## src/gpsc_pkg.sv

```systemverilog
// Shared constants and types for the gigabit copper PHY status and control register bank.
package gpsc_pkg;

  // ----------------------------------------------------------------
  // Register indices and APB address width
  // ----------------------------------------------------------------
  localparam logic [7:0]  GPSC_IDX_STAT     = 8'h0a;
  localparam logic [7:0]  GPSC_IDX_EXT      = 8'h0f;
  localparam logic [7:0]  GPSC_IDX_CTRL     = 8'h10;
  localparam logic [7:0]  GPSC_IDX_IRQ_ST   = 8'h18;
  localparam logic [7:0]  GPSC_IDX_IRQ_MSK  = 8'h19;
  localparam logic [7:0]  GPSC_IDX_SWRST    = 8'h1a;
  localparam int          GPSC_ADDR_W       = 10;

  // ----------------------------------------------------------------
  // Field positions
  // ----------------------------------------------------------------
  localparam int GPSC_ST_FAULT   = 15;
  localparam int GPSC_ST_MASTER  = 14;
  localparam int GPSC_ST_LRX     = 13;
  localparam int GPSC_ST_RRX     = 12;
  localparam int GPSC_ST_LP_FD   = 11;
  localparam int GPSC_ST_LP_HD   = 10;
  localparam int GPSC_IDLE_W     = 8;
  localparam int GPSC_CT_LP_DIS  = 15;
  localparam int GPSC_CT_DS_HI   = 14;
  localparam int GPSC_CT_DS_LO   = 12;
  localparam int GPSC_CT_DS_EN   = 11;
  localparam int GPSC_CT_FORCE   = 10;
  localparam int GPSC_CT_ED_HI   = 9;
  localparam int GPSC_CT_ED_LO   = 8;
  localparam int GPSC_CT_EXTD    = 7;
  localparam int GPSC_IRQ_N      = 3;
  localparam int GPSC_IRQ_FAULT  = 0;
  localparam int GPSC_IRQ_IDLE   = 1;
  localparam int GPSC_IRQ_DSHIFT = 2;
  localparam int GPSC_SWRST_BIT  = 0;

  // ----------------------------------------------------------------
  // Constant and reset values
  // ----------------------------------------------------------------
  localparam logic [15:0] GPSC_EXT_VALUE    = 16'h3000;
  localparam logic [2:0]  GPSC_DS_CNT_RST   = 3'h3;
  localparam logic        GPSC_DS_EN_RST    = 1'h0;
  localparam logic        GPSC_LP_DIS_RST   = 1'h0;
  localparam logic        GPSC_FORCE_RST    = 1'h0;
  localparam logic        GPSC_EXTD_RST     = 1'h0;
  localparam logic [2:0]  GPSC_IRQ_MSK_RST  = 3'h0;

  // Decoded register selection.
  typedef enum logic [2:0] {
    GPSC_R_NONE    = 3'b000,
    GPSC_R_STAT    = 3'b001,
    GPSC_R_EXT     = 3'b010,
    GPSC_R_CTRL    = 3'b011,
    GPSC_R_IRQ_ST  = 3'b100,
    GPSC_R_IRQ_MSK = 3'b101,
    GPSC_R_SWRST   = 3'b110
  } gpsc_reg_t;

endpackage

```

## src/gpsc_regs.sv

```systemverilog
// APB register bank for gigabit copper PHY link status and copper line control.
`timescale 1ns/1ps

module gpsc_regs
  import gpsc_pkg::*;
#(
  parameter int IDLE_W = GPSC_IDLE_W
) (
  input  wire logic                   pclk,
  input  wire logic                   presetn,
  input  wire logic                   psel,
  input  wire logic                   penable,
  input  wire logic                   pwrite,
  input  wire logic [GPSC_ADDR_W-1:0] paddr,
  input  wire logic [31:0]            pwdata,
  output logic [31:0]                 prdata,
  output logic                        pready,
  output logic                        pslverr,
  input  wire logic                   ms_fault_event,
  input  wire logic                   ms_resolved_master,
  input  wire logic                   local_rx_ok,
  input  wire logic                   remote_rx_ok,
  input  wire logic                   lp_gig_full_cap,
  input  wire logic                   lp_gig_half_cap,
  input  wire logic                   idle_error_event,
  input  wire logic                   gig_attempt_fail,
  input  wire logic                   link_state_up,
  input  wire logic                   speed_is_gig,
  input  wire logic [1:0]             energy_sense_default_input,
  output logic                        link_pulse_disable,
  output logic                        downshift_req,
  output logic                        link_up,
  output logic                        energy_sense_on,
  output logic                        energy_nlp_tx,
  output logic                        rx_threshold_low,
  output logic                        irq
);

  // ----------------------------------------------------------------
  // Elaboration check
  // ----------------------------------------------------------------
  if (IDLE_W != GPSC_IDLE_W) begin : g_bad_idle
    $error("idle error count must fill status bits 7:0");
  end

  // ----------------------------------------------------------------
  // Declarations
  // ----------------------------------------------------------------
  logic                 fault_q;
  logic [IDLE_W-1:0]    idle_q;
  logic                 lp_dis_q;
  logic [2:0]           ds_cnt_q;
  logic                 ds_en_q;
  logic [2:0]           ds_cnt_eff_q;
  logic                 ds_en_eff_q;
  logic                 force_q;
  logic [1:0]           edet_q;
  logic                 extd_q;
  logic                 init_done_q;
  logic                 sw_reset_q;
  logic [2:0]           attempt_q;
  logic                 downshift_q;
  logic [GPSC_IRQ_N-1:0] irq_st_q;
  logic [GPSC_IRQ_N-1:0] irq_msk_q;
  logic [GPSC_IRQ_N-1:0] irq_ev;
  logic [31:0]          prdata_q;
  logic [31:0]          rd_value;
  logic [15:0]          stat_value;
  logic [15:0]          ctrl_value;
  logic                 apb_setup;
  logic                 apb_wr;
  logic                 rd_setup;
  logic                 stat_rd;
  logic                 ds_fire;
  gpsc_reg_t            sel;

  // ----------------------------------------------------------------
  // Address decode
  // ----------------------------------------------------------------
  // Word index is the byte address divided by four; low two bits are ignored.
  function automatic gpsc_reg_t decode(input logic [GPSC_ADDR_W-1:0] a);
    logic [7:0] idx;
    idx = a[GPSC_ADDR_W-1:2];
    if (idx == GPSC_IDX_STAT) begin
      return GPSC_R_STAT;
    end else if (idx == GPSC_IDX_EXT) begin
      return GPSC_R_EXT;
    end else if (idx == GPSC_IDX_CTRL) begin
      return GPSC_R_CTRL;
    end else if (idx == GPSC_IDX_IRQ_ST) begin
      return GPSC_R_IRQ_ST;
    end else if (idx == GPSC_IDX_IRQ_MSK) begin
      return GPSC_R_IRQ_MSK;
    end else if (idx == GPSC_IDX_SWRST) begin
      return GPSC_R_SWRST;
    end
    return GPSC_R_NONE;
  endfunction

  // The slave never inserts wait states; unmapped words answer with an error.
  assign sel       = decode(paddr);
  assign pready    = 1'b1;
  assign pslverr   = psel && penable && (sel == GPSC_R_NONE);
  assign apb_setup = psel && !penable;
  assign apb_wr    = psel && penable && pwrite && (sel != GPSC_R_NONE);
  assign rd_setup  = apb_setup && !pwrite;
  assign stat_rd   = rd_setup && (sel == GPSC_R_STAT);
  assign prdata    = prdata_q;

  // ----------------------------------------------------------------
  // Link status register
  // ----------------------------------------------------------------
  // The read snapshot and the clear share one edge, so an event on that
  // edge survives into the next reading instead of being dropped.
  // A software reset loses to an event in the same cycle, as the counter does.
  always_ff @(posedge pclk or negedge presetn) begin
    if (!presetn) begin
      fault_q <= 1'b0;
    end else if (ms_fault_event) begin
      fault_q <= 1'b1;
    end else if (sw_reset_q || stat_rd) begin
      fault_q <= 1'b0;
    end
  end

  gpsc_sat_counter #(
    .W       (IDLE_W)
  ) u_idle_cnt (
    .pclk    (pclk),
    .presetn (presetn),
    .clear   (stat_rd || sw_reset_q),
    .inc     (idle_error_event),
    .count_q (idle_q)
  );

  // Reserved bits 9:8 read zero.
  always_comb begin
    stat_value                 = '0;
    stat_value[GPSC_ST_FAULT]  = fault_q;
    stat_value[GPSC_ST_MASTER] = ms_resolved_master;
    stat_value[GPSC_ST_LRX]    = local_rx_ok;
    stat_value[GPSC_ST_RRX]    = remote_rx_ok;
    stat_value[GPSC_ST_LP_FD]  = lp_gig_full_cap;
    stat_value[GPSC_ST_LP_HD]  = lp_gig_half_cap;
    stat_value[IDLE_W-1:0]     = idle_q;
  end

  // ----------------------------------------------------------------
  // Copper line control register
  // ----------------------------------------------------------------
  // Fields that are cleared by both resets.
  always_ff @(posedge pclk or negedge presetn) begin
    if (!presetn) begin
      lp_dis_q <= GPSC_LP_DIS_RST;
    end else if (sw_reset_q) begin
      lp_dis_q <= GPSC_LP_DIS_RST;
    end else if (apb_wr && sel == GPSC_R_CTRL) begin
      lp_dis_q <= pwdata[GPSC_CT_LP_DIS];
    end
  end

  // Fields that keep their value across a software reset.
  always_ff @(posedge pclk or negedge presetn) begin
    if (!presetn) begin
      ds_cnt_q <= GPSC_DS_CNT_RST;
      ds_en_q  <= GPSC_DS_EN_RST;
      force_q  <= GPSC_FORCE_RST;
      extd_q   <= GPSC_EXTD_RST;
    end else if (apb_wr && sel == GPSC_R_CTRL) begin
      ds_cnt_q <= pwdata[GPSC_CT_DS_HI:GPSC_CT_DS_LO];
      ds_en_q  <= pwdata[GPSC_CT_DS_EN];
      force_q  <= pwdata[GPSC_CT_FORCE];
      extd_q   <= pwdata[GPSC_CT_EXTD];
    end
  end

  // The strap level cannot be taken under the asynchronous reset, so it is
  // loaded on the first clock after release instead.
  always_ff @(posedge pclk or negedge presetn) begin
    if (!presetn) begin
      init_done_q <= 1'b0;
      edet_q      <= 2'h0;
    end else if (!init_done_q) begin
      init_done_q <= 1'b1;
      edet_q      <= energy_sense_default_input;
    end else if (apb_wr && sel == GPSC_R_CTRL) begin
      edet_q      <= pwdata[GPSC_CT_ED_HI:GPSC_CT_ED_LO];
    end
  end

  // Working copies of the downshift fields; a change mid-link would be
  // disruptive, so they follow the register only on a software reset.
  always_ff @(posedge pclk or negedge presetn) begin
    if (!presetn) begin
      ds_cnt_eff_q <= GPSC_DS_CNT_RST;
      ds_en_eff_q  <= GPSC_DS_EN_RST;
    end else if (sw_reset_q) begin
      ds_cnt_eff_q <= ds_cnt_q;
      ds_en_eff_q  <= ds_en_q;
    end
  end

  always_comb begin
    ctrl_value                                = '0;
    ctrl_value[GPSC_CT_LP_DIS]                = lp_dis_q;
    ctrl_value[GPSC_CT_DS_HI:GPSC_CT_DS_LO]   = ds_cnt_q;
    ctrl_value[GPSC_CT_DS_EN]                 = ds_en_q;
    ctrl_value[GPSC_CT_FORCE]                 = force_q;
    ctrl_value[GPSC_CT_ED_HI:GPSC_CT_ED_LO]   = edet_q;
    ctrl_value[GPSC_CT_EXTD]                  = extd_q;
  end

  // ----------------------------------------------------------------
  // Software reset strobe
  // ----------------------------------------------------------------
  // Writing a one gives a single-cycle reset pulse to the register fields.
  always_ff @(posedge pclk or negedge presetn) begin
    if (!presetn) begin
      sw_reset_q <= 1'b0;
    end else begin
      sw_reset_q <= apb_wr && (sel == GPSC_R_SWRST) && pwdata[GPSC_SWRST_BIT];
    end
  end

  // ----------------------------------------------------------------
  // Downshift attempt tracking
  // ----------------------------------------------------------------
  // A request stands until link comes up or software resets the block.
  assign ds_fire = gig_attempt_fail && ds_en_eff_q && (attempt_q == ds_cnt_eff_q);

  always_ff @(posedge pclk or negedge presetn) begin
    if (!presetn) begin
      attempt_q   <= 3'h0;
      downshift_q <= 1'b0;
    end else if (sw_reset_q || link_state_up) begin
      attempt_q   <= 3'h0;
      downshift_q <= 1'b0;
    end else if (gig_attempt_fail && !downshift_q) begin
      attempt_q   <= ds_fire ? 3'h0 : attempt_q + 3'h1;
      downshift_q <= ds_fire;
    end
  end

  // ----------------------------------------------------------------
  // Line behaviour outputs
  // ----------------------------------------------------------------
  assign link_pulse_disable = lp_dis_q;
  assign downshift_req      = downshift_q;
  assign link_up            = link_state_up || (force_q && !speed_is_gig);
  assign energy_sense_on    = edet_q[1];
  assign energy_nlp_tx      = edet_q[1] && edet_q[0];
  assign rx_threshold_low   = extd_q;

  // ----------------------------------------------------------------
  // Interrupt status and mask
  // ----------------------------------------------------------------
  assign irq_ev = {ds_fire && !downshift_q, idle_error_event, ms_fault_event};

  // Write one to clear; a new event in the same cycle wins over the clear.
  always_ff @(posedge pclk or negedge presetn) begin
    if (!presetn) begin
      irq_st_q <= '0;
    end else if (apb_wr && sel == GPSC_R_IRQ_ST) begin
      irq_st_q <= (irq_st_q & ~pwdata[GPSC_IRQ_N-1:0]) | irq_ev;
    end else begin
      irq_st_q <= irq_st_q | irq_ev;
    end
  end

  always_ff @(posedge pclk or negedge presetn) begin
    if (!presetn) begin
      irq_msk_q <= GPSC_IRQ_MSK_RST;
    end else if (apb_wr && sel == GPSC_R_IRQ_MSK) begin
      irq_msk_q <= pwdata[GPSC_IRQ_N-1:0];
    end
  end

  assign irq = |(irq_st_q & irq_msk_q);

  // ----------------------------------------------------------------
  // Read data
  // ----------------------------------------------------------------
  // Status and extended status accept no writes at all.
  always_comb begin
    rd_value = '0;
    unique case (sel)
      GPSC_R_STAT:    rd_value[15:0] = stat_value;
      GPSC_R_EXT:     rd_value[15:0] = GPSC_EXT_VALUE;
      GPSC_R_CTRL:    rd_value[15:0] = ctrl_value;
      GPSC_R_IRQ_ST:  rd_value[GPSC_IRQ_N-1:0] = irq_st_q;
      GPSC_R_IRQ_MSK: rd_value[GPSC_IRQ_N-1:0] = irq_msk_q;
      GPSC_R_SWRST:   rd_value = '0;
      GPSC_R_NONE:    rd_value = '0;
    endcase
  end

  // Sampled in the setup phase and held through the access phase.
  always_ff @(posedge pclk or negedge presetn) begin
    if (!presetn) begin
      prdata_q <= '0;
    end else if (rd_setup) begin
      prdata_q <= rd_value;
    end
  end
endmodule

```

## src/gpsc_sat_counter.sv

```systemverilog
// Saturating event counter with clear-on-read, used for the idle error count.
`timescale 1ns/1ps

module gpsc_sat_counter
  import gpsc_pkg::*;
#(
  parameter int W = 8
) (
  input  wire logic         pclk,
  input  wire logic         presetn,
  input  wire logic         clear,
  input  wire logic         inc,
  output logic [W-1:0]      count_q
);

  // ----------------------------------------------------------------
  // Elaboration check
  // ----------------------------------------------------------------
  if (W < 1 || W > 16) begin : g_bad_width
    $error("gpsc_sat_counter width out of range");
  end

  logic sat;

  assign sat = &count_q;

  // ----------------------------------------------------------------
  // Counter
  // ----------------------------------------------------------------
  // An event in the clearing cycle is kept as the first count of the next period.
  always_ff @(posedge pclk or negedge presetn) begin
    if (!presetn) begin
      count_q <= '0;
    end else if (clear) begin
      count_q <= inc ? W'(1) : '0;
    end else if (inc && !sat) begin
      count_q <= count_q + W'(1);
    end
  end

endmodule

```

## config.mk

```make
export PLATFORM = sky130hd
export DESIGN_NAME = gpsc_regs
export DESIGN_NICKNAME = d
export VERILOG_FILES = /design/src/gpsc_pkg.sv /design/src/gpsc_regs.sv /design/src/gpsc_sat_counter.sv
export SDC_FILE = /design/constraint.sdc
export NUM_CORES = 1
export LEC_CHECK = 0
export ABC_AREA = 1
export BUFFER_PORTS_ARGS = -buffer_cell sky130_fd_sc_hd__buf_2
export CORE_UTILIZATION = 49
export DETAILED_ROUTE_END_ITERATION = 7
export GPL_ROUTABILITY_DRIVEN = 1
export PLACE_DENSITY = 0.84
export SYNTH_ARGS = -nofsm -noshare
export SYNTH_HDL_FRONTEND = slang
export SYNTH_SLANG_ARGS = --single-unit
export TNS_END_PERCENT = 1
```

## constraint.sdc

```tcl
create_clock -name pclk -period 2 [get_ports pclk]
set_input_delay 0.2 -clock pclk [delete_from_list [all_inputs] [get_ports pclk]]
set_output_delay 0.2 -clock pclk [all_outputs]
set_load 0.05 [all_outputs]
```

==> metrics.yaml, run 1 <==
status:
  status: "finished with violations"
  violated_checks: "negative hold slack"
logic_synthesis:
  syn-mean-instance-area_um2: 7.87
  dominant_combinational_cell_family_by_area_after_synthesis: "simple AND/OR/NAND/NOR gates"
  post_synthesis_instance_area_um2: 2630
  synth_compound_gate_area_share_pct: 9.90
  synth_simple_gate_area_share_pct: 27.8
  synth-warning-count: 0
  synth.area.mux_share_pct: 0
  post_synth_num_cell_types: 32
  synth_xor_xnor_area_share_pct: 1.67
  synth-seq-cells: 50
  postSynthCellCount: 334
  post_synthesis_adder_cell_area_fraction_pct: 0.951
  synth_seq_area_share_pct: 47.8
critical_path:
  crit_path_end_kind: "register"
  timing.rr.start: "u_idle_cnt.count_q[0]$_DFFE_PN0P_"
  critical_path.startpoint_type: "register"
  crit_required_ns: 2.18
  worstSetupPathType: "register to register"
  r2r_slack_ns: 0.19
  cp_max_fo: 7
  worstRegToRegCells: 9
  capture_instance_of_the_worst_register_to_register_path: "u_idle_cnt.count_q[7]$_DFFE_PN0P_"
  worst_ep_arrival_time_ns: 1.99
clock_tree:
  clock_latency_ns: 0.30
  count_of_hold_fix_buffers_inserted_at_cts: 0
  cts_htree_levels: 2
  ctsLongestPathBuffers: 2
  cts_tree: "yes"
  cts.reportedPaths.clkPinSlew_ns: 0.09
  tritoncts_buffers: 5
  root_buffer: "sky130_fd_sc_hd__clkbuf_8"
  cts_num_sinks: 50
placement:
  placement.io_buffers: 60
  dp_hpwl_mm: 4.24
  gp_congestion: 0.851
floorplan:
  fp.dieW_um: 75.3
  core_region_area_um2: 5140
  floorplan.rows: 26
  effective_utilization_at_floorplan_pct: 51.2
  ios: 100
  die_height_um: 75.3
  floorplan.die_area_um2: 5660
power:
  power.share.combinational_pct: 18.8
  vdd_ir_drop_max_v: 0.000444
  pwr_density_cell_nw_per_um2: 719
  total_leakage_power_nw: 1.70
  internal_power_mw: 1.50
  p_clk_share_pct: 27.7
  power.sequential.fraction_pct: 53.5
  post_route_total_power_mw: 2.19
  netSwitchingFraction_pct: 31.7
  switchingPower_mw: 0.696
route:
  vias_per_cell: 4.88
  number_of_routed_nets_with_antenna_violations: 0
  drt_first_iter_violations: 108
  detailroute.via_count: 2294
  post-route-drc-count: 0
  detailedRoute.firstPassIterationCount: 4
  drt-wirelength-per-cell_um: 12.2
  postRouteWirelength_mm: 5.72
global_routing:
  grt_start_max_net_pins: 37
  wire_length_of_the_first_global_routing_pass_mm: 9.00
  grt_usage_pct: 21.4
  first_global_vias: 1988
  grt_overflow_total: 0
  antenna_found_initial: 0
finish:
  n_antenna_cell: 0
  layout.filler_cells: 461
  final-seq-area_um2: 1260
  layout-drive-gt1-share_pct: 23.8
  area_growth_pct: 16.0
  design.final.nets: 460
  multiInputGateArea_um2: 1130
timing:
  timing.final.crit_period_ns: 1.81
  worst_slew_pin_slew_ns: 0.792
  hold_violations: 30
  worst_slew_margin_rel_pct: 47.2
  number_of_endpoints_failing_setup_at_the_final_stage: 0
  fmax_mhz: 551
  clock_skew_ns: 0.00885
  worst_hold_slack_ns: -0.0285
  maxSlewViolCount: 0
  setup_tns_ns: 0
  grt_setup_unrepaired: "no"
  finalCritPeriodShare_pct: 90.7
run:
  timing.max_cap.violations: 0
min_path:
  min_path_type: "primary input to asynchronous set/reset pin"
power groups by stage:
stage	clock [mW]	combinational [mW]	sequential (mW)
after detailed placement	0	0.405	1.19
after global routing	0.658	0.453	1.18
final	0.608	0.412	1.17
after CTS	0.621	0.408	1.17
after floorplan	0	0.302	1.19
after global placement	0	0.393	1.18
synthesized netlist by cell type, drive strengths merged:
master   count  area share (%)
nor3         2            0.38
and3         2            0.48
o2111ai      1            0.33
buf         19             5.5
clkbuf       3            0.43
a22o         3             1.0
nand3       19             4.5
o21bai       1            0.29
nor2        21             3.4
xnor2        1            0.33
nand3b       1            0.29
nand4        2            0.48
ha           2            0.95
o21ai       28             6.2
nand2      120              17
xor2         4             1.3
a21oi       11             2.1
dfrtp       46              44
conb         2            0.29
inv         40             5.7
dfstp        4             4.0
nor4         2            0.95
metal layers:
| metal | share of wire [%] | vias up | global-route usage, % | wire length (um) |
|---|---|---|---|---|
| li1 | - | 1136 | - | - |
| met1 | 45 | 1074 | 29.0 | 2590 |
| met2 | 48 | 76 | 35.2 | 2750 |
| met3 | 5.5 | 8 | 3.88 | 313 |
| met4 | 1.1 | 0 | 6.79 | 63 |
| met5 | 0 | - | 0 | 0 |
flip-flops by register name (all words and copies together), names as in the netlist, 2 cells and up:
| signal | flops |
|---|---|
| attempt_q | 3 |
| ds_cnt_eff_q | 3 |
| ds_cnt_q | 3 |
| edet_q | 2 |
| irq_msk_q | 3 |
| irq_st_q | 3 |
| prdata | 16 |
| u_idle_cnt.count_q | 8 |
metrics by stage:
stage	worst slack, ns	hold WS, ns	area [um^2]	utilization [%]	cells
5_1_grt	0.0200	0.0350	3050	59.3	470
2_1_floorplan	0.463	-0.0956	2690	-	350
3_5_place_dp	0.225	0.331	2950	57.4	462
6_report	0.185	-0.0285	3050	59.3	470
3_3_place_gp	0.331	0.328	2950	57.4	462
4_1_cts	0.203	0.00392	3050	59.3	470
placed cells by master (no fill, tap or decap), drive strengths merged, types with 2 or more instances in the layout:
cell and instances:
dfstp 4, nor2 21, xor2 4, clkbuf 6, a22o 3, and3 2, nand4 2, buf 64
nand2 120, o21ai 28, conb 18, dfrtp 46, nor4 2, ha 2, nand3 19, nor3 2
a21oi 11, inv 40
what timing repair did:
item | in CTS | in global routing
endpoints found under the hold margin | 0 | 0
setup endpoints to repair | 0 | 1
setup buffers | 0 | 0
resized for setup | 0 | 1
worst max-delay path by stage:
stage / from / end / slack [ns] / cells past startpoint
2_1_floorplan: paddr[6] / pslverr / 0.46 / 7
5_1_grt: u_idle_cnt.count_q[0]$_DFFE_PN0P_ / u_idle_cnt.count_q[7]$_DFFE_PN0P_ / 0.02 / 9
6_report: u_idle_cnt.count_q[0]$_DFFE_PN0P_ / u_idle_cnt.count_q[7]$_DFFE_PN0P_ / 0.19 / 9
4_1_cts: u_idle_cnt.count_q[0]$_DFFE_PN0P_ / u_idle_cnt.count_q[7]$_DFFE_PN0P_ / 0.20 / 9
3_5_place_dp: u_idle_cnt.count_q[0]$_DFFE_PN0P_ / u_idle_cnt.count_q[7]$_DFFE_PN0P_ / 0.23 / 9
3_3_place_gp: u_idle_cnt.count_q[0]$_DFFE_PN0P_ / u_idle_cnt.count_q[5]$_DFFE_PN0P_ / 0.33 / 9
area by class of cell:
class                      instances  area share (%)
sequential                        50            41.2
inverter                          40            4.92
tap                               70            2.87
timing repair buffer              64            10.8
clock inverter                     2           0.410
multi-input combinational        238            37.1
clock buffer                       6            2.71
worst max-delay path: stages, from the launching register on:
cell,delay (ns)
sky130_fd_sc_hd__dfrtp_1,0.42
sky130_fd_sc_hd__ha_1,0.19
sky130_fd_sc_hd__nand2_1,0.11
sky130_fd_sc_hd__nor2_2,0.19
sky130_fd_sc_hd__nand3_1,0.09
sky130_fd_sc_hd__nand2_1,0.17
sky130_fd_sc_hd__inv_1,0.16
sky130_fd_sc_hd__nand3_1,0.12
sky130_fd_sc_hd__xor2_1,0.17
sky130_fd_sc_hd__nor2_1,0.07
kinds of logic after synthesis:
family / count (synthesis)
AOI/OAI and AO/OA: 44
xor gates and xnor gates: 5
adders and majority gates: 2
buffers and inverters: 62
DFF: 50
other: 2
and+or+nand+nor: 169
No activity file was read; power rests on OpenSTA's default activity.
==> run 2, diff against run 1 <==
--- a/config.mk
+++ b/config.mk
@@ -7,6 +7,7 @@
 export LEC_CHECK = 0
 export ABC_AREA = 1
 export BUFFER_PORTS_ARGS = -buffer_cell sky130_fd_sc_hd__buf_2
+export CORE_ASPECT_RATIO = 2
 export CORE_UTILIZATION = 49
 export DETAILED_ROUTE_END_ITERATION = 7
 export GPL_ROUTABILITY_DRIVEN = 1
==> metrics.yaml, run 2 (synthesized netlist as in run 1, its figures left out) <==
status:
  status: "complete, no violations"  # was finished with violations
critical_path:
  worst_ep_arrival_time_ns: 1.85  # was 1.99 ns
  crit_required_ns: 2.19  # was 2.18 ns
  timing.critical_path.slowest_stage_cell: "sky130_fd_sc_hd__dfrtp_1"  # unchanged
  critical_path.startpoint_type: "register"  # unchanged
  worstSetupPathType: "register to register"  # unchanged
  crit_path_cell_chain: "ha_1 > nand2_1 > nor2_1 > nand3_1 > nand2_1 > inv_1 > nand3_1 > xor2_1 > nor2_1"  # was ha_1 > nand2_1 > nor2_2 > nand3_1 > nand2_1 > inv_1 > nand3_1 > xor2_1 > nor2_1
  max_stage_delay_ns: 0.41  # was 0.42 ns
  cp_max_fo: 7  # unchanged
  cp.buffers_inverters: 1  # unchanged
  crit_path_end_kind: "register"  # unchanged
  critical_path.top_delay_family: "simple AND/OR/NAND/NOR gates"  # unchanged
placement:
  gp_congestion: 0.835  # was 0.851
  placement.io_buffers: 60  # unchanged
  placement.cell_area_um2: 2960  # was 2950 um^2
  dp_hpwl_mm: 4.56  # was 4.24 mm
global_routing:
  grt_usage_pct: 23.8  # was 21.4%
  grt_start_max_net_pins: 21  # was 37
  wire_length_of_the_first_global_routing_pass_mm: 9.77  # was 9.00 mm
  grt_overflow_total: 0  # unchanged
  first_global_vias: 2262  # was 1988
  antenna_found_initial: 0  # unchanged
power:
  switchingPower_mw: 0.694  # was 0.696 mW
  internal_power_mw: 1.59  # was 1.50 mW
  total_leakage_power_nw: 1.73  # was 1.70 nW
  vdd_ir_drop_max_v: 0.000645  # was 0.000444 V
  power.share.combinational_pct: 17.9  # was 18.8%
  netSwitchingFraction_pct: 30.3  # was 31.7%
  power.sequential.fraction_pct: 51.2  # was 53.5%
  pwr_density_cell_nw_per_um2: 743  # was 719 nW/um^2
  p_clk_share_pct: 30.8  # was 27.7%
floorplan:
  floorplan.rows: 37  # was 26
  core_region_area_um2: 5140  # about the same
  fp.dieW_um: 53.8  # was 75.3 um
  ios: 100  # unchanged
  effective_utilization_at_floorplan_pct: 51.2  # about the same
  die_height_um: 106  # was 75.3 um
  floorplan.die_area_um2: 5680  # was 5660 um^2
finish:
  layout_commonest_cell: "sky130_fd_sc_hd__nand2_1"  # unchanged
  largest_register_ff_count: 16  # unchanged
  n_antenna_cell: 0  # unchanged
  layout-drive-gt1-share_pct: 23.8  # about the same
  area_growth_pct: 17.1  # was 16.0%
  final_design_area_no_fill_um2: 3080  # was 3050 um^2
  layout.cells.most_common_list: "sky130_fd_sc_hd__nand2_1 (117), sky130_fd_sc_hd__buf_2 (60), sky130_fd_sc_hd__dfrtp_1 (46)"  # unchanged
  design.final.nets: 464  # was 460
route:
  postRouteWirelength_mm: 6.04  # was 5.72 mm
  number_of_routed_nets_with_antenna_violations: 0  # unchanged
  post-route-drc-count: 0  # unchanged
  detailedRoute.firstPassIterationCount: 6  # was 4
  drt_first_iter_violations: 65  # was 108
  detailroute.via_count: 2366  # was 2294
  vias_per_cell: 5.12  # was 4.88
  drt-wirelength-per-cell_um: 13.1  # was 12.2 um
timing:
  finalCritPeriodShare_pct: 83.0  # was 90.7%
  maxSlewViolCount: 0  # unchanged
  number_of_endpoints_failing_setup_at_the_final_stage: 0  # unchanged
  timing.final.crit_period_ns: 1.66  # was 1.81 ns
  hold_violations: 0  # was 30
  worst_slew_pin_slew_ns: 0.513  # was 0.792 ns
  setup_tns_ns: 0  # unchanged
  worst_slew_margin_rel_pct: 65.8  # was 47.2%
  fmax_mhz: 602  # was 551 MHz
  worst_hold_slack_ns: 0.101  # was -0.0285 ns
  clock_skew_ns: 0.0126  # was 0.00885 ns
  grt_setup_unrepaired: "no"  # unchanged
clock_tree:
  cts_tree: "yes"  # unchanged
  cts_htree_levels: 2  # unchanged
  cts_num_sinks: 50  # unchanged
  tritoncts_buffers: 5  # unchanged
  cts.reportedPaths.clkPinSlew_ns: 0.10  # was 0.09 ns
  clock_latency_ns: 0.31  # was 0.30 ns
  root_buffer: "sky130_fd_sc_hd__clkbuf_8"  # unchanged
  ctsLongestPathBuffers: 2  # unchanged
run:
  timing.max_cap.violations: 0  # unchanged
min_path:
  min_path_type: "primary input to register"  # was primary input to asynchronous set/reset pin
==> run 2: changes by cell type in the layout (fill, tap and decap cells not counted), sizes merged <==
cell         before  now
buf              64   67
dlygate4sd3       0    1
bufinv            0    1
clkinv            1    0
==> run 2: tightest hold or removal path, delay by kind of cell <==
| family | cells | cell delay [ns] |
|---|---|---|
| AO/OA/AOI/OAI | 1 | 0.06 |
| buffers and inverters | 2 | 0.16 |
==> run 2: layout make-up <==
class                      instances  area (um^2)
clock buffer                       6         72.6
timing repair buffer              68          363
fill                             465         2060
inverter                          40          150
sequential                        50         1260
tap                               58         72.6
multi-input combinational        238         1130
clock inverter                     2         37.5
==> run 2: worst paths after layout <==
check                                                  start                           endpoint  slack [ns]  cells after the start
max                        u_idle_cnt.count_q[0]$_DFFE_PN0P_  u_idle_cnt.count_q[5]$_DFFE_PN0P_        0.34                      9
min                                               pwdata[12]            ds_cnt_q[0]$_DFFE_PN1P_        0.10                      3
max reg2reg                u_idle_cnt.count_q[0]$_DFFE_PN0P_  u_idle_cnt.count_q[5]$_DFFE_PN0P_        0.34                      9
min reg2reg                          ds_cnt_q[1]$_DFFE_PN1P_        ds_cnt_eff_q[1]$_DFFE_PN1P_        0.48                      2
max in group asynchronous                            presetn        ds_cnt_eff_q[0]$_DFFE_PN1P_        1.00                      3
min in group asynchronous                            presetn             prdata[15]$_DFFE_PN0P_        0.37                      2
==> run 2: stage by stage <==
stage / utilization [%] / total power, mW / instances / setup slack, ns
2_1_floorplan: - / 1.49 / 350 / 0.463
3_3_place_gp: 57.6 / 1.58 / 453 / 0.368
3_5_place_dp: 57.6 / 1.60 / 453 / 0.296
4_1_cts: 59.9 / 2.30 / 462 / 0.357
5_1_grt: 59.9 / 2.40 / 462 / 0.179
6_report: 59.9 / 2.29 / 462 / 0.340
==> run 2: power groups by stage <==
stage / Combinational [mW] / Sequential (mW) / Clock [mW]
final: 0.410 / 1.17 / 0.706
after global routing: 0.458 / 1.18 / 0.753
after CTS: 0.412 / 1.17 / 0.714
after detailed placement: 0.408 / 1.19 / 0
after global placement: 0.397 / 1.18 / 0
after floorplan: 0.302 / 1.19 / 0
==> run 2: metal layers <==
metal | vias up | track usage [%] | wire length (um)
met1 | 1121 | 25.7 | 2220
met4 | 0 | 10.3 | 167
met2 | 80 | 42.5 | 3360
met5 | - | 0 | 0
met3 | 16 | 3.75 | 282
li1 | 1149 | - | -
==> run 2: what timing repair did <==
item | 4_1_cts | 5_1_grt
setup buffers | 0 | 0
hold buffers | 1 | 0
endpoints found under the setup margin | 0 | 0
resized for setup | 0 | 0
hold endpoints to repair | 17 | 0
==> run 3, diff against run 2 <==
--- a/config.mk
+++ b/config.mk
@@ -5,13 +5,13 @@
 export SDC_FILE = /design/constraint.sdc
 export NUM_CORES = 1
 export LEC_CHECK = 0
-export ABC_AREA = 1
+export ABC_AREA = 0
 export BUFFER_PORTS_ARGS = -buffer_cell sky130_fd_sc_hd__buf_2
 export CORE_ASPECT_RATIO = 2
-export CORE_UTILIZATION = 49
+export CORE_UTILIZATION = 45
 export DETAILED_ROUTE_END_ITERATION = 7
 export GPL_ROUTABILITY_DRIVEN = 1
-export PLACE_DENSITY = 0.84
+export PLACE_DENSITY = 0.81
 export SYNTH_ARGS = -nofsm -noshare
 export SYNTH_HDL_FRONTEND = slang
 export SYNTH_SLANG_ARGS = --single-unit
==> constraint.sdc (replaced) <==
create_clock -name pclk -period 1.48 [get_ports pclk]
set_input_delay 0.148 -clock pclk [delete_from_list [all_inputs] [get_ports pclk]]
set_output_delay 0.148 -clock pclk [all_outputs]
set_load 0.05 [all_outputs]
==> metrics.yaml, run 3 <==
status:
  status: "finished with violations"  # was complete, no violations
  violated_checks: "design-rule violations, negative setup slack"
placement:
  placed_cells_incl_taps: 407  # was 453
  gp_congestion: 0.864  # was 0.835
  placement.io_buffers: 60  # unchanged
  dp_hpwl_mm: 5.28  # was 4.56 mm
  placement.cell_area_um2: 3250  # was 2960 um^2
  dp_slack_ns: -0.180  # was 0.296 ns
logic_synthesis:
  synth-edff-count: 0  # unchanged
  yosys-top-cells-area: "sky130_fd_sc_hd__dfrtp_1 (42%), sky130_fd_sc_hd__mux2_2 (5.4%), sky130_fd_sc_hd__buf_4 (5.2%), sky130_fd_sc_hd__nand2_1 (4.1%), sky130_fd_sc_hd__dfstp_2 (3.9%)"  # was sky130_fd_sc_hd__dfrtp_1 (44%), sky130_fd_sc_hd__nand2_1 (17%), sky130_fd_sc_hd__inv_1 (5.4%), sky130_fd_sc_hd__buf_4 (4.9%), sky130_fd_sc_hd__dfstp_2 (4.0%)
  synth.most_common_cell: "sky130_fd_sc_hd__dfrtp_1"  # was sky130_fd_sc_hd__nand2_1
  synth_top_area_share_pct: 42.3  # was 43.8%
  fraction_of_registers_with_async_set_or_reset_after_synthesis_pct: 100  # unchanged
  synth-seq-cells: 50  # unchanged
  yosysTopAreaCell: "sky130_fd_sc_hd__dfrtp_1"  # unchanged
  postSynthCellCount: 260  # was 334
  synth-warning-count: 0  # unchanged
  syn-mean-instance-area_um2: 10.5  # was 7.87 um^2
  synth_seq_area_share_pct: 46.1  # was 47.8%
  post_synthesis_instance_area_um2: 2720  # was 2630 um^2
  most_frequent_cells_after_synthesis: "sky130_fd_sc_hd__dfrtp_1 (46), sky130_fd_sc_hd__nand2_1 (30), sky130_fd_sc_hd__buf_4 (19), sky130_fd_sc_hd__nor2_1 (14), sky130_fd_sc_hd__mux2_2 (13)"  # was sky130_fd_sc_hd__nand2_1 (117), sky130_fd_sc_hd__dfrtp_1 (46), sky130_fd_sc_hd__inv_1 (38), sky130_fd_sc_hd__nor2_1 (19), sky130_fd_sc_hd__o21ai_0 (18)
  main_synth_ff_type: "sky130_fd_sc_hd__dfrtp_1"  # unchanged
  post_synth_num_cell_types: 55  # was 32
power:
  total_leakage_power_nw: 1.81  # was 1.73 nW
  pwr_density_cell_nw_per_um2: 1030  # was 743 nW/um^2
  vdd_ir_drop_max_v: 0.000792  # was 0.000645 V
floorplan:
  fp.dieW_um: 57.0  # was 53.8 um
  ios: 100  # unchanged
  core_region_area_um2: 5760  # was 5140 um^2
  effective_utilization_at_floorplan_pct: 47.3  # was 51.2%
  die_height_um: 112  # was 106 um
  floorplan.die_area_um2: 6390  # was 5680 um^2
  floorplan.rows: 39  # was 37
critical_path:
  timing.critical_path.slowest_stage_cell: "sky130_fd_sc_hd__o41ai_4"  # was sky130_fd_sc_hd__dfrtp_1
  r2r_slack_ns: 0.01  # was 0.34 ns
  worstSetupPathType: "primary input to output port"  # was register to register
  worstRegToRegCells: 5  # was 9
  capture_instance_of_the_worst_register_to_register_path: "u_idle_cnt.count_q[4]$_DFFE_PN0P_"  # was u_idle_cnt.count_q[5]$_DFFE_PN0P_
  crit_path_cell_chain: "buf_8 > and3b_2 > and3_4 > o41ai_4 > and3_4 > buf_8"  # was ha_1 > nand2_1 > nor2_1 > nand3_1 > nand2_1 > inv_1 > nand3_1 > xor2_1 > nor2_1
  timing.rr.start: "u_idle_cnt.count_q[0]$_DFFE_PN0P_"  # unchanged
  cp_max_fo: 5  # was 7
  worst_ep_arrival_time_ns: 1.38  # was 1.85 ns
  crit_required_ns: 1.33  # was 2.19 ns
  max_stage_delay_ns: 0.37  # was 0.41 ns
  critical_path.startpoint_type: "primary input"  # was register
  crit_path_end_kind: "output port"  # was register
global_routing:
  grt_overflow_total: 0  # unchanged
  wire_length_of_the_first_global_routing_pass_mm: 10.8  # was 9.77 mm
  grt_start_max_net_pins: 30  # was 21
  grt_usage_pct: 22.6  # was 23.8%
  antenna_found_initial: 0  # unchanged
  first_global_vias: 2399  # was 2262
route:
  number_of_routed_nets_with_antenna_violations: 0  # unchanged
  detailedRoute.firstPassIterationCount: 7  # was 6
  vias_per_cell: 5.57  # was 5.12
  detailroute.via_count: 2346  # was 2366
  drt_first_iter_violations: 71  # was 65
  post-route-drc-count: 12  # was 0
  postRouteWirelength_mm: 6.87  # was 6.04 mm
  drt-wirelength-per-cell_um: 16.3  # was 13.1 um
finish:
  largest_register_ff_count: 16  # unchanged
  layout.filler_cells: 487  # was 465
  design.final.nets: 420  # was 464
  n_antenna_cell: 0  # unchanged
  layout_commonest_cell: "sky130_fd_sc_hd__buf_2"  # was sky130_fd_sc_hd__nand2_1
  layout.cells.non_filler: 421  # was 462
  layout.cells.most_common_list: "sky130_fd_sc_hd__buf_2 (54), sky130_fd_sc_hd__dfrtp_1 (46), sky130_fd_sc_hd__buf_4 (40)"  # was sky130_fd_sc_hd__nand2_1 (117), sky130_fd_sc_hd__buf_2 (60), sky130_fd_sc_hd__dfrtp_1 (46)
  finish.utilization_pct: 61.8  # was 59.9%
  final_design_area_no_fill_um2: 3560  # was 3080 um^2
  area_growth_pct: 30.7  # was 17.1%
  layout-drive-gt1-share_pct: 41.1  # was 23.8%
min_path:
  min_path_type: "primary input to register"  # unchanged
  whs_path_depth: 2  # was 3
  hold_ep: "irq_st_q[1]$_DFF_PN0_"  # was ds_cnt_q[0]$_DFFE_PN1P_
  min-delay-start: "pwdata[1]"  # was pwdata[12]
timing:
  fmax_mhz: 654
  grt_setup_unrepaired: "yes"  # was no
  hold_violations: 0  # unchanged
  timing.final.crit_period_ns: 1.53
  final.setup.worst_slack_ns: -0.0482  # was 0.340 ns
  finalCritPeriodShare_pct: 103
  setup_tns_ns: -0.0482  # was 0 ns
  maxSlewViolCount: 0  # unchanged
  clock_skew_ns: 0.00255  # was 0.0126 ns
  number_of_endpoints_failing_setup_at_the_final_stage: 1  # was 0
clock_tree:
  cts_num_sinks: 50  # unchanged
  root_buffer: "sky130_fd_sc_hd__clkbuf_16"  # was sky130_fd_sc_hd__clkbuf_8
  cts_tree: "yes"  # unchanged
  cts.reportedPaths.clkPinSlew_ns: 0.06  # was 0.10 ns
  ctsLongestPathBuffers: 2  # unchanged
  cts_htree_levels: 2  # unchanged
  tritoncts_buffers: 5  # unchanged
  clock_latency_ns: 0.30  # was 0.31 ns
run:
  timing.max_cap.violations: 0  # unchanged
## run 3: worst max path at each step
stage,from,to,cells after the start
after floorplan,paddr[5],pslverr,6
after global placement,paddr[5],pslverr,6
after detailed placement,paddr[5],pslverr,6
after CTS,paddr[5],pslverr,7
after global routing,paddr[3],pslverr,6
final,paddr[3],pslverr,6
## run 3: power by group
group / internal [mW] / switching, mW
clock network: 0.798 / 0.503
registers: 1.46 / 0.0693
logic: 0.354 / 0.483
total: 2.61 / 1.05
## run 3: cells by family (layout without fill, tap and decap cells)
group | Yosys count | in the layout | share of synthesized area, %
AND/OR/NAND/NOR | 92 | 92 | 19.5
AO/OA/AOI/OAI | 52 | 52 | 13.9
flip-flops | 50 | 50 | 46.1
buffers and inverters | 34 | 118 | 8.68
multiplexers | 22 | 22 | 8.68
XOR/XNOR | 6 | 6 | 1.93
adder cells (fa/ha/maj) | 2 | 2 | 0.919
other | 2 | 18 | 0.276
## run 3: final cells by class
| class | instances | area (um^2) | share of cell area (%) |
|---|---|---|---|
| well taps | 61 | 76.3 | 2.14 |
| clock buffers | 6 | 129 | 3.62 |
| inverters | 8 | 30.0 | 0.844 |
| repair buffers | 102 | 697 | 19.6 |
| flip-flops and latches | 50 | 1260 | 35.3 |
| multi-input cells | 192 | 1330 | 37.5 |
| clock inverters | 2 | 37.5 | 1.05 |
## run 3: critical path: cells and delay by family
kind,cells,cell delay [ns]
AND/OR/NAND/NOR,3,0.61
AO/OA/AOI/OAI,1,0.37
buffers and inverters,2,0.25
## run 3: per-stage QoR
stage | hold slack [ns] | total power, mW
finish | 0.0459 | 3.66
detailed placement | 0.171 | 2.33
global route | 0.0609 | 3.81
floorplan | -0.148 | 2.00
CTS | 0.0452 | 3.66
global placement | 0.158 | 2.30
## run 3: per-layer routing
layer  share of wire (%)  up-vias  global-route usage, %
li1                    -     1088                      -
met1                  32     1149                   20.3
met2                  58       84                   43.9
met3                 4.0       25                   3.69
met4                 5.4        0                   14.8
met5                   0        -                      0
## run 3: repair_timing
item	in CTS	in global routing
setup buffers	2	3
pin swaps	5	6
endpoints found under the setup margin	8	7
hold buffers	1	0
gates resized for setup	14	9
endpoints found under the hold margin	46	0
